### src/common/adc_ctl_pkg.sv
// Register map, field positions and shared types for the converter control.
// Assumes an 8-bit register file behind a 32-bit classic Wishbone slave.
package adc_ctl_pkg;

  // Printed offsets are register indices; byte address is index times four
  localparam logic [4:0] IDX_CONTROL_A  = 5'h00;
  localparam logic [4:0] IDX_CONTROL_B  = 5'h01;
  localparam logic [4:0] IDX_CONTROL_C  = 5'h02;
  localparam logic [4:0] IDX_CONTROL_D  = 5'h03;
  localparam logic [4:0] IDX_WINDOW     = 5'h04;
  localparam logic [4:0] IDX_SAMPLEN    = 5'h05;
  localparam logic [4:0] IDX_POSITIVE_INPUT_SELECT     = 5'h06;
  localparam logic [4:0] IDX_COMMAND    = 5'h08;
  localparam logic [4:0] IDX_EVENT_INPUT_CONTROL     = 5'h09;
  localparam logic [4:0] IDX_INT_ENABLE = 5'h0A;
  localparam logic [4:0] IDX_INT_PEND   = 5'h0B;
  localparam logic [4:0] IDX_DEBUG      = 5'h0C;
  localparam logic [4:0] IDX_SCRATCH    = 5'h0D;
  localparam logic [4:0] IDX_RESULT_LO  = 5'h10;
  localparam logic [4:0] IDX_RESULT_HI  = 5'h11;
  localparam logic [4:0] IDX_WINDOW_LOW_THRESHOLD_LO   = 5'h12;
  localparam logic [4:0] IDX_WINDOW_LOW_THRESHOLD_HI   = 5'h13;
  localparam logic [4:0] IDX_WINDOW_HIGH_THRESHOLD_LO   = 5'h14;
  localparam logic [4:0] IDX_WINDOW_HIGH_THRESHOLD_HI   = 5'h15;
  localparam logic [4:0] IDX_DUTY_CYCLE_TUNING      = 5'h16;

  // Control A bit positions
  localparam int BIT_ENABLE   = 0;
  localparam int BIT_CONTINUOUS_CONVERSION  = 1;
  localparam int BIT_RESOLUTION_SELECT   = 2;
  localparam int BIT_STANDBY  = 7;
  // Control C bit positions
  localparam int BIT_SAMPLE_CAP_SELECT  = 6;
  localparam int POS_REFERENCE_SELECT   = 4;
  // Flag bit positions
  localparam int BIT_RESULT_READY_FLAG   = 0;
  localparam int BIT_WINDOW_COMPARE_FLAG    = 1;

  // Writable masks per register, reserved bits read zero
  localparam logic [7:0] MASK_CONTROL_A = 8'h87;
  localparam logic [7:0] MASK_CONTROL_B = 8'h07;
  localparam logic [7:0] MASK_CONTROL_C = 8'h77;
  localparam logic [7:0] MASK_WINDOW    = 8'h07;
  localparam logic [7:0] MASK_SAMPLEN   = 8'h1F;
  localparam logic [7:0] MASK_BIT0      = 8'h01;
  localparam logic [7:0] MASK_FLAGS     = 8'h03;

  localparam logic [7:0]  RESET_BYTE    = 8'h00;
  localparam logic [15:0] RESET_WORD    = 16'h0000;
  localparam logic [2:0]  ACC_RESERVED  = 3'h7;
  localparam logic [7:0]  DIV_ZERO      = 8'h00;
  localparam logic [4:0]  CYC_BASE      = 5'h0E; // Cycles per sample, base

  // Window comparator modes
  typedef enum logic [2:0] {
    WIN_NONE    = 3'h0,
    WIN_BELOW   = 3'h1,
    WIN_ABOVE   = 3'h2,
    WIN_INSIDE  = 3'h3,
    WIN_OUTSIDE = 3'h4
  } win_mode_t;

  // Sequencer states
  typedef enum logic [1:0] {
    ST_IDLE   = 2'b00,
    ST_SAMPLE = 2'b01,
    ST_DONE   = 2'b10
  } conv_state_t;

  // Analog core control bundle
  typedef struct packed {
    logic       sample_go;
    logic       sample_cap_select;
    logic [1:0] reference_select;
    logic       converter_on;
  } analog_ctl_t;

endpackage : adc_ctl_pkg

### src/adc_control_registers.sv
// Register file and conversion sequencer of a successive-approximation ADC.
// Assumes a 10-bit analog core on I_REF_CLK answering each sample request.
//
// Overview of operation
// - With resolution select clear, full 10-bit samples are accumulated or stored.
// - With resolution select set, the two lowest sample bits are dropped.
// - Continuous mode restarts right after completion; each completion sets ready.
// - Converter runs only while control A bit zero is one.
// - Run-in-standby bit decides whether the converter runs during standby.
// - Accumulation code picks 1,2,4..64 samples; code seven is reserved.
// - Nonzero accumulation sums the samples into one result.
// - Sample capacitance bit selects the reduced capacitor when set.
// - Reference field chooses internal at zero, supply at one.
// - Prescaler divides the peripheral clock by two up to 256.
// - Start bit reads one while busy, clears on completion outside continuous mode; zero aborts.
// - With event start enabled, an event rising edge starts a conversion.
// - Interrupt is high while a flag and its enable are both set.
//
// The Wishbone slave port was left to the implementer.
`timescale 1ns/100ps
`default_nettype none
module adc_control_registers (
  input  wire logic        I_REF_CLK,
  input  wire logic        I_RESET,
  input  wire logic        I_CLK_EN,
  input  wire logic        I_WB_CYC,
  input  wire logic        I_WB_STB,
  input  wire logic        I_WB_WE,
  input  wire logic [6:0]  I_WB_ADR,
  input  wire logic [3:0]  I_WB_SEL,
  input  wire logic [31:0] I_WB_DAT,
  output logic      [31:0] O_WB_DAT,
  output logic             O_WB_ACK,
  input  wire logic        I_STANDBY,
  input  wire logic        I_START_EVENT,
  input  wire logic [9:0]  I_SAMPLE_DATA,
  input  wire logic        I_SAMPLE_VALID,
  output logic             O_CONVERTER_ON,
  output logic             O_SAMPLE_GO,
  output logic             O_SAMPLE_CAP_SELECT,
  output logic      [1:0]  O_REFERENCE_SELECT,
  output logic      [4:0]  O_INPUT_SELECT,
  output logic             O_CONV_CLK_EN,
  output logic             O_IRQ
);

  // Register storage
  logic [7:0]  ctla_q, ctlb_q, ctlc_q, ctld_q, wine_q, samp_q, mux_q;
  logic [7:0]  evc_q, ien_q, flg_q, dbg_q, tmp_q, cal_q;
  logic [15:0] res_q, window_low_threshold_q, window_high_threshold_q, acc_q;
  logic [6:0]  cnt_q;
  logic [7:0]  div_q;
  logic        ack_q, irq_q, go_q, cke_q;
  logic [31:0] rdat_q;
  logic [2:0]  evt_sync_q;
  adc_ctl_pkg::conv_state_t   st_q;
  adc_ctl_pkg::analog_ctl_t   ana_q;

  // Sample count from accumulation code
  function automatic logic [6:0] acc_total(input logic [2:0] code);
    logic [6:0] n;
    n = 7'h01 << code;
    if (code == adc_ctl_pkg::ACC_RESERVED) begin
      n = 7'h01; // Reserved code behaves as no accumulation
    end
    return n;
  endfunction : acc_total

  // Window comparison for the selected mode
  function automatic logic win_hit(input logic [2:0] m, input logic [15:0] r,
                                   input logic [15:0] lo,
                                   input logic [15:0] hi);
    logic h;
    h = 1'b0;
    case (m)
      adc_ctl_pkg::WIN_BELOW:   h = r < lo;
      adc_ctl_pkg::WIN_ABOVE:   h = r > hi;
      adc_ctl_pkg::WIN_INSIDE:  h = (r > lo) && (r < hi);
      adc_ctl_pkg::WIN_OUTSIDE: h = (r < lo) || (r > hi);
      default:                  h = 1'b0;
    endcase
    return h;
  endfunction : win_hit

  // Bus decode; a single-cycle request acked once
  wire         req      = I_WB_CYC && I_WB_STB && !ack_q;
  wire         wr       = req && I_WB_WE && I_WB_SEL[0];
  wire  [4:0]  idx      = I_WB_ADR[6:2];
  wire  [7:0]  wd       = I_WB_DAT[7:0];
  // Index uses all five upper address bits, so results at 0x10 up are reached
  wire         wr_cmd   = wr && idx == adc_ctl_pkg::IDX_COMMAND;
  wire         wr_flg   = wr && idx == adc_ctl_pkg::IDX_INT_PEND;

  // Enable and standby gating
  wire         enabled  = ctla_q[adc_ctl_pkg::BIT_ENABLE];
  wire         running  = enabled &&
                 (!I_STANDBY || ctla_q[adc_ctl_pkg::BIT_STANDBY]);
  wire         continuous_conversion  = ctla_q[adc_ctl_pkg::BIT_CONTINUOUS_CONVERSION];
  wire         busy     = st_q != adc_ctl_pkg::ST_IDLE;

  // Start sources: software write or event rising edge
  wire         evt_edge = evt_sync_q[1] && !evt_sync_q[2];
  wire         evt_go   = evt_edge && evc_q[0];
  wire         sw_go    = wr_cmd && wd[0];
  wire         abort    = wr_cmd && !wd[0] && busy;
  wire         start    = running && !busy && (sw_go || evt_go);

  // Sample shaping by resolution
  wire  [9:0]  shaped   = ctla_q[adc_ctl_pkg::BIT_RESOLUTION_SELECT] ?
                 {2'b00, I_SAMPLE_DATA[9:2]} :
                 I_SAMPLE_DATA;
  wire  [15:0] acc_next = acc_q + {6'h00, shaped};
  wire  [6:0]  total    = acc_total(ctlb_q[2:0]);
  wire         take     = st_q == adc_ctl_pkg::ST_SAMPLE && I_SAMPLE_VALID;
  wire         last     = take && (cnt_q + 7'h01 == total);
  wire         done     = st_q == adc_ctl_pkg::ST_DONE;
  wire         hit      = win_hit(wine_q[2:0], acc_q, window_low_threshold_q, window_high_threshold_q);

  // Prescaler compare: counter reaches terminal count (2 << control C bits 2:0) - 1
  wire  [7:0]  div_max  = 8'((16'h0002 << ctlc_q[2:0]) - 16'h0001);
  wire         div_tick = div_q == div_max;

  // Read mux; unmapped indices read zero
  logic [7:0] rsel;
  always_comb begin
    rsel = adc_ctl_pkg::RESET_BYTE;
    begin
      case (idx)
        adc_ctl_pkg::IDX_CONTROL_A:  rsel = ctla_q;
        adc_ctl_pkg::IDX_CONTROL_B:  rsel = ctlb_q;
        adc_ctl_pkg::IDX_CONTROL_C:  rsel = ctlc_q;
        adc_ctl_pkg::IDX_CONTROL_D:  rsel = ctld_q;
        adc_ctl_pkg::IDX_WINDOW:     rsel = wine_q;
        adc_ctl_pkg::IDX_SAMPLEN:    rsel = samp_q;
        adc_ctl_pkg::IDX_POSITIVE_INPUT_SELECT:     rsel = mux_q;
        adc_ctl_pkg::IDX_COMMAND:    rsel = {7'h00, busy};
        adc_ctl_pkg::IDX_EVENT_INPUT_CONTROL:     rsel = evc_q;
        adc_ctl_pkg::IDX_INT_ENABLE: rsel = ien_q;
        adc_ctl_pkg::IDX_INT_PEND:   rsel = flg_q;
        adc_ctl_pkg::IDX_DEBUG:      rsel = dbg_q;
        adc_ctl_pkg::IDX_SCRATCH:    rsel = tmp_q;
        adc_ctl_pkg::IDX_RESULT_LO:  rsel = res_q[7:0];
        adc_ctl_pkg::IDX_RESULT_HI:  rsel = res_q[15:8];
        adc_ctl_pkg::IDX_WINDOW_LOW_THRESHOLD_LO:   rsel = window_low_threshold_q[7:0];
        adc_ctl_pkg::IDX_WINDOW_LOW_THRESHOLD_HI:   rsel = window_low_threshold_q[15:8];
        adc_ctl_pkg::IDX_WINDOW_HIGH_THRESHOLD_LO:   rsel = window_high_threshold_q[7:0];
        adc_ctl_pkg::IDX_WINDOW_HIGH_THRESHOLD_HI:   rsel = window_high_threshold_q[15:8];
        adc_ctl_pkg::IDX_DUTY_CYCLE_TUNING:      rsel = cal_q;
        default:                     rsel = adc_ctl_pkg::RESET_BYTE;
      endcase
    end
  end

  // Bus answer one cycle after the request
  always_ff @(posedge I_REF_CLK) begin
    if (I_RESET) begin
      ack_q  <= 1'b0;
      rdat_q <= 32'h0000_0000;
    end else if (I_CLK_EN) begin
      ack_q  <= req;
      rdat_q <= req ? {24'h00_0000, rsel} : 32'h0000_0000;
    end
  end

  // Configuration writes, masked so reserved bits stay zero
  always_ff @(posedge I_REF_CLK) begin
    if (I_RESET) begin
      {ctla_q, ctlb_q, ctlc_q, ctld_q} <= {4{adc_ctl_pkg::RESET_BYTE}};
      {wine_q, samp_q, mux_q, evc_q}   <= {4{adc_ctl_pkg::RESET_BYTE}};
      {ien_q, dbg_q, tmp_q, cal_q}     <= {4{adc_ctl_pkg::RESET_BYTE}};
      window_low_threshold_q <= adc_ctl_pkg::RESET_WORD;
      window_high_threshold_q <= adc_ctl_pkg::RESET_WORD;
    end else if (I_CLK_EN && wr) begin
      case (idx)
        adc_ctl_pkg::IDX_CONTROL_A:  ctla_q <= wd & adc_ctl_pkg::MASK_CONTROL_A;
        adc_ctl_pkg::IDX_CONTROL_B:  ctlb_q <= wd & adc_ctl_pkg::MASK_CONTROL_B;
        adc_ctl_pkg::IDX_CONTROL_C:  ctlc_q <= wd & adc_ctl_pkg::MASK_CONTROL_C;
        adc_ctl_pkg::IDX_CONTROL_D:  ctld_q <= wd;
        adc_ctl_pkg::IDX_WINDOW:     wine_q <= wd & adc_ctl_pkg::MASK_WINDOW;
        adc_ctl_pkg::IDX_SAMPLEN:    samp_q <= wd & adc_ctl_pkg::MASK_SAMPLEN;
        adc_ctl_pkg::IDX_POSITIVE_INPUT_SELECT:     mux_q  <= wd & adc_ctl_pkg::MASK_SAMPLEN;
        adc_ctl_pkg::IDX_EVENT_INPUT_CONTROL:     evc_q  <= wd & adc_ctl_pkg::MASK_BIT0;
        adc_ctl_pkg::IDX_INT_ENABLE: ien_q  <= wd & adc_ctl_pkg::MASK_FLAGS;
        adc_ctl_pkg::IDX_DEBUG:      dbg_q  <= wd & adc_ctl_pkg::MASK_BIT0;
        adc_ctl_pkg::IDX_SCRATCH:    tmp_q  <= wd;
        adc_ctl_pkg::IDX_WINDOW_LOW_THRESHOLD_LO:   window_low_threshold_q[7:0]  <= wd;
        adc_ctl_pkg::IDX_WINDOW_LOW_THRESHOLD_HI:   window_low_threshold_q[15:8] <= wd;
        adc_ctl_pkg::IDX_WINDOW_HIGH_THRESHOLD_LO:   window_high_threshold_q[7:0]  <= wd;
        adc_ctl_pkg::IDX_WINDOW_HIGH_THRESHOLD_HI:   window_high_threshold_q[15:8] <= wd;
        adc_ctl_pkg::IDX_DUTY_CYCLE_TUNING:      cal_q  <= wd & adc_ctl_pkg::MASK_BIT0;
        default:                     tmp_q  <= tmp_q;
      endcase
    end
  end

  // Event pin synchroniser plus edge stage
  always_ff @(posedge I_REF_CLK) begin
    if (I_RESET) begin
      evt_sync_q <= 3'h0;
    end else if (I_CLK_EN) begin
      evt_sync_q <= {evt_sync_q[1:0], I_START_EVENT};
    end
  end

  // Free-running prescaler, one-cycle enable at terminal count
  always_ff @(posedge I_REF_CLK) begin
    if (I_RESET) begin
      div_q <= adc_ctl_pkg::DIV_ZERO;
      cke_q <= 1'b0;
    end else if (I_CLK_EN) begin
      div_q <= div_tick ? adc_ctl_pkg::DIV_ZERO : div_q + 8'h01;
      cke_q <= div_tick && running;
    end
  end

  // Conversion sequencer; stops when disabled, aborted or in standby with the run-in-standby bit clear
  always_ff @(posedge I_REF_CLK) begin
    if (I_RESET) begin
      st_q  <= adc_ctl_pkg::ST_IDLE;
      cnt_q <= 7'h00;
      acc_q <= adc_ctl_pkg::RESET_WORD;
      res_q <= adc_ctl_pkg::RESET_WORD;
      go_q  <= 1'b0;
    end else if (I_CLK_EN) begin
      go_q <= 1'b0;
      case (st_q)
        adc_ctl_pkg::ST_IDLE: begin
          if (start) begin
            st_q  <= adc_ctl_pkg::ST_SAMPLE;
            cnt_q <= 7'h00;
            acc_q <= adc_ctl_pkg::RESET_WORD;
            go_q  <= 1'b1;
          end
        end
        adc_ctl_pkg::ST_SAMPLE: begin
          if (!running || abort) begin
            st_q <= adc_ctl_pkg::ST_IDLE;
          end else if (take) begin
            acc_q <= acc_next;
            cnt_q <= cnt_q + 7'h01;
            if (last) begin
              st_q <= adc_ctl_pkg::ST_DONE;
            end else begin
              go_q <= 1'b1;
            end
          end
        end
        adc_ctl_pkg::ST_DONE: begin
          res_q <= acc_q;
          cnt_q <= 7'h00;
          acc_q <= adc_ctl_pkg::RESET_WORD;
          if (continuous_conversion && running) begin
            st_q <= adc_ctl_pkg::ST_SAMPLE;
            go_q <= 1'b1;
          end else begin
            st_q <= adc_ctl_pkg::ST_IDLE;
          end
        end
        default: st_q <= adc_ctl_pkg::ST_IDLE;
      endcase
    end
  end

  // Sticky flags; a new event beats a same-cycle clear
  logic [1:0] set_f;
  assign set_f = {done && hit, done};
  always_ff @(posedge I_REF_CLK) begin
    if (I_RESET) begin
      flg_q <= adc_ctl_pkg::RESET_BYTE;
      irq_q <= 1'b0;
    end else if (I_CLK_EN) begin
      flg_q <= {6'h00, (flg_q[1:0] & ~(wr_flg ? wd[1:0] : 2'b00)) | set_f};
      irq_q <= |(flg_q & ien_q);
    end
  end

  // Analog control bundle registered for clean outputs
  always_ff @(posedge I_REF_CLK) begin
    if (I_RESET) begin
      ana_q <= '0;
    end else if (I_CLK_EN) begin
      ana_q.converter_on      <= running;
      ana_q.sample_cap_select <= ctlc_q[adc_ctl_pkg::BIT_SAMPLE_CAP_SELECT];
      ana_q.reference_select  <= ctlc_q[adc_ctl_pkg::POS_REFERENCE_SELECT +: 2];
      ana_q.sample_go         <= go_q;
    end
  end

  assign O_WB_DAT            = rdat_q;
  assign O_WB_ACK            = ack_q;
  assign O_IRQ               = irq_q;
  assign O_CONV_CLK_EN       = cke_q;
  assign O_CONVERTER_ON      = ana_q.converter_on;
  assign O_SAMPLE_GO         = ana_q.sample_go;
  assign O_SAMPLE_CAP_SELECT = ana_q.sample_cap_select;
  assign O_REFERENCE_SELECT  = ana_q.reference_select;
  assign O_INPUT_SELECT      = mux_q[4:0];

  wire unused_ok = &{1'b0, I_WB_ADR[1:0], I_WB_SEL[3:1], I_WB_DAT[31:8],
                     ctla_q[6:3],
                     tmp_q, samp_q[7:5], cnt_q};

endmodule : adc_control_registers
`default_nettype wire

### config.mk
export PLATFORM = sky130hd
export DESIGN_NAME = adc_control_registers
export DESIGN_NICKNAME = d
export VERILOG_FILES = /design/src/common/adc_ctl_pkg.sv /design/src/adc_control_registers.sv
export SDC_FILE = /design/constraint.sdc
export NUM_CORES = 1
export LEC_CHECK = 0
export BUFFER_PORTS_ARGS = -buffer_cell sky130_fd_sc_hd__buf_2
export CAP_MARGIN = 20
export CORE_MARGIN = 4
export CORE_UTILIZATION = 53
export CTS_CLUSTER_DIAMETER = 60
export DETAILED_ROUTE_END_ITERATION = 8
export GPL_TIMING_DRIVEN = 0
export PLACE_DENSITY = 0.81
export SYNTH_ARGS = -nofsm -noshare
export SYNTH_HDL_FRONTEND = slang
export SYNTH_SLANG_ARGS = --single-unit
export TNS_END_PERCENT = 100
### constraint.sdc
create_clock -name I_REF_CLK -period 2.6 [get_ports I_REF_CLK]
set_input_delay 0.26 -clock I_REF_CLK [delete_from_list [all_inputs] [get_ports I_REF_CLK]]
set_output_delay 0.26 -clock I_REF_CLK [all_outputs]
set_load 0.05 [all_outputs]
==> run metrics <==
Die H between 100 and 150 um; cells after synthesis between 1000 and 1500; Post-synth ARST share 0%; failing checks negative setup slack; vias per std cell between 6 and 7; Max Slew Vio Count 0; unrepaired setup endpoints after global routing yes; crit end category flip-flop; number of diodes 0; Critical Path Source Type flip-flop; Netlist Area Pre-Place between 8000 and 9000 um2; DR WL/cell ~20 um; initial antenna violation count 0; Antenna Nets Post-Route 0; share of the synthesized area in the top cell type between 30% and 40%; CP Class flip-flop to flip-flop; HP Class input port to flip-flop; clk_lat worst skew around 0.43 ns; synth warn 0; DRT Wirelength 27100 um; Initial Utilization 54.2%; Synth Register Bits 150; Final Setup Violations 1; CP bufs+invs 2; Layout area overhead 18.7%; Final min period roughly 2.6 ns; Synth area leader dfxtp_1; ranking of synthesized cells by area dfxtp_1 35%, mux2i_1 10%, ha_1 6.4%, nor2_1 5.8%, a21oi_1 4.5%; routability congestion estimate approximately 0.98; critical path arrival between 2 and 3 ns; Vias 8223; WP data required between 2 and 3 ns; worst path cell trace clkbuf_16 > mux2_4 > ha_4 > a21o_1 > a32oi_2 > o211ai_1 > buf_4 > nand3_2 > or4b_1 > a21oi_1; Multi-input gate area around 5300 um2; pwr/cell area 551 nW/um2; I/O Pins approximately 110; status complete, but fails checks; H-tree Lvls 4; worst slew pin tran between 1 and 1.5 ns; final hold vios 0; final worst path period share 100%; layout cells sized above 1 roughly 15%; final net count 1238; Synth Flop Type dfxtp_1; CP top delay family compound AO/OA/AOI/OAI gates; GRT Total Usage 29.7%; DRC viols 0; CTS tree built; Critical Path Slowest Stage Cell or4b_1; DR pass1 iterations 6; Max FO, Critical Path 5; Num CTS Buffers 17; die area around 18000 um2; initial drt markers roughly 890; Setup Skew roughly 0.0067 ns; fin worst setup slack -0.00504 ns; Syn Area/Cell ~8.4 um2; peak supply drop between 0.4 and 0.5 mV; # Max-Cap Violations 0; global route total overflow 0; clk root buf clkbuf_16; HPWL after DPL a little under 20000 um; first-pass GRT wire length ~42000 um; Sequential cell area around 3000 um2; PortBufs 50; sequential share of the synthesized area a little over a third; CP peak stage delay around 0.51 ns; Fill cells 1335; worst slack, placed -0.536 ns; EDFF count, synth 0; post-layout util roughly 64%; relative slew slack 32.2%; Leak 3.81 nW; Core Area approximately 16000 um2; largest net degree at the start of global routing 17; vias in the first global route between 7000 and 8000; clock slew at reported path FFs 0.06 ns; CTS sink count 150; Highest Clock Rate around 0.38 GHz; synth unique cells 77; hold_buf cts 0; FP Rows 46; CTS Buffer Depth 2; die width 135 um
==> tightest hold or removal path, stage by stage <==
cell	delay, ns
buf_2	0.08
mux2i_1	0.07
nor2_1	0.09
==> cells in the mapped netlist (6+ instances only) <==
library cell    n
nor3_1         12
mux2i_1        89
nand4_1        14
buf_4          26
mux2_2         11
and3_1          7
a22oi_1        18
nand2_1        95
o31ai_1         6
clkbuf_1       48
nand3_1        32
a21o_1          8
xnor2_1        16
a21oi_1        78
nor3b_1         7
nor3_2          7
nor2_1        134
ha_1           44
inv_1          40
nor2b_1        15
xor2_1         11
o21ai_0        27
or3_1           6
dfxtp_1       150
==> where the power goes <==
| part | total, W | switching [W] | leakage [nW] | internal [W] |
|---|---|---|---|---|
| logic | 0.000408 | 0.000293 | 2.28 | 0.000115 |
| clock network | 0.00291 | 0.000995 | 0.329 | 0.00192 |
| registers | 0.00231 | 0.00000712 | 1.21 | 0.00230 |
==> metrics by stage <==
step                hold WS (ns)  instance area, um2  total power [W]  instances   TNS, ns
floorplan                  0.407                8710          0.00263       1049         0
global placement           0.441                9230          0.00274       1315     -4.77
detailed placement         0.446                9230          0.00274       1315     -5.11
CTS                        0.102               10100          0.00562       1354         0
global route               0.130               10200          0.00576       1360    -0.215
finish                     0.109               10200          0.00563       1360  -0.00504
==> placed cells by master (no fill, tap or decap), types with 5 or more instances in the layout <==
cell	n
nor2_1	134
buf_2	53
buf_4	37
xor2_1	11
xnor2_1	16
nor3_1	12
nor2b_1	15
o21ai_0	25
nand4_1	14
o31ai_1	6
clkbuf_1	48
and3_1	7
a22oi_1	18
clkbuf_16	18
nand3_1	31
nor3_2	6
a21o_1	8
nand2b_1	5
ha_1	36
conb_1	24
dfxtp_1	148
nor3b_1	7
nand3b_1	5
mux2i_1	89
inv_1	40
mux2_2	8
bufinv_16	7
ha_4	7
or3_1	6
a21oi_1	76
nand2_1	95
==> registers in the layout, summed over array words and instances, names as in the netlist, 4 cells and up <==
| signal | cells |
|---|---|
| samp_q | 5 |
| mux_q | 5 |
| acc_q | 16 |
| window_high_threshold_q | 16 |
| O_WB_DAT | 8 |
| ctla_q | 4 |
| tmp_q | 8 |
| ctld_q | 8 |
| ctlc_q | 6 |
| div_q | 8 |
| window_low_threshold_q | 16 |
| res_q | 16 |
| cnt_q | 7 |
==> logic make-up after synthesis <==
| logic type | after synthesis | synth area share [%] |
|---|---|---|
| flip-flops | 150 | 34.9 |
| multiplexers | 101 | 12.0 |
| AND/OR/NAND/NOR | 375 | 21.5 |
| adder cells (fa/ha/maj) | 45 | 6.63 |
| XOR/XNOR | 27 | 2.75 |
| buffers and inverters | 121 | 6.54 |
| other | 1 | 0.0436 |
| AO/OA/AOI/OAI | 206 | 15.6 |
==> what timing repair did <==
action                     CTS  global route
gates resized for setup     23            14
setup buffers                6             5
pin swaps                    8            14
cloned                       1             0
setup endpoints to repair   11            17
==> routing by layer <==
metal	wire length, um	vias to the layer above	track usage (%)
met1	11300	3838	38.6
met2	12100	433	46.7
met3	2320	105	6.28
met5	0	-	0
met4	1390	0	15.2
li1	-	3847	-
==> worst paths after layout <==
path / endpoint / slack (ns) / cells after the start / from
max: acc_q[15]$_SDFFE_PP0P_ / -0.005 / 10 / ctla_q[2]$_SDFFE_PP0P_
min: evt_sync_q[0]$_SDFFE_PP0P_ / 0.11 / 3 / I_START_EVENT
max reg2reg: acc_q[15]$_SDFFE_PP0P_ / -0.005 / 10 / ctla_q[2]$_SDFFE_PP0P_
min reg2reg: res_q[13]$_SDFFE_PP0P_ / 0.46 / 2 / res_q[13]$_SDFFE_PP0P_
==> area by class of cell <==
type / instances / area share (%)
well taps: 216 / 2.64
clock buffers: 19 / 4.33
flip-flops and latches: 150 / 29.4
multi-input cells: 778 / 52.0
plain buffers: 81 / 4.25
inverters: 40 / 1.47
clock inverters: 13 / 2.46
repair buffers: 63 / 3.46
Note: power is estimated with default switching activity, not from simulation.
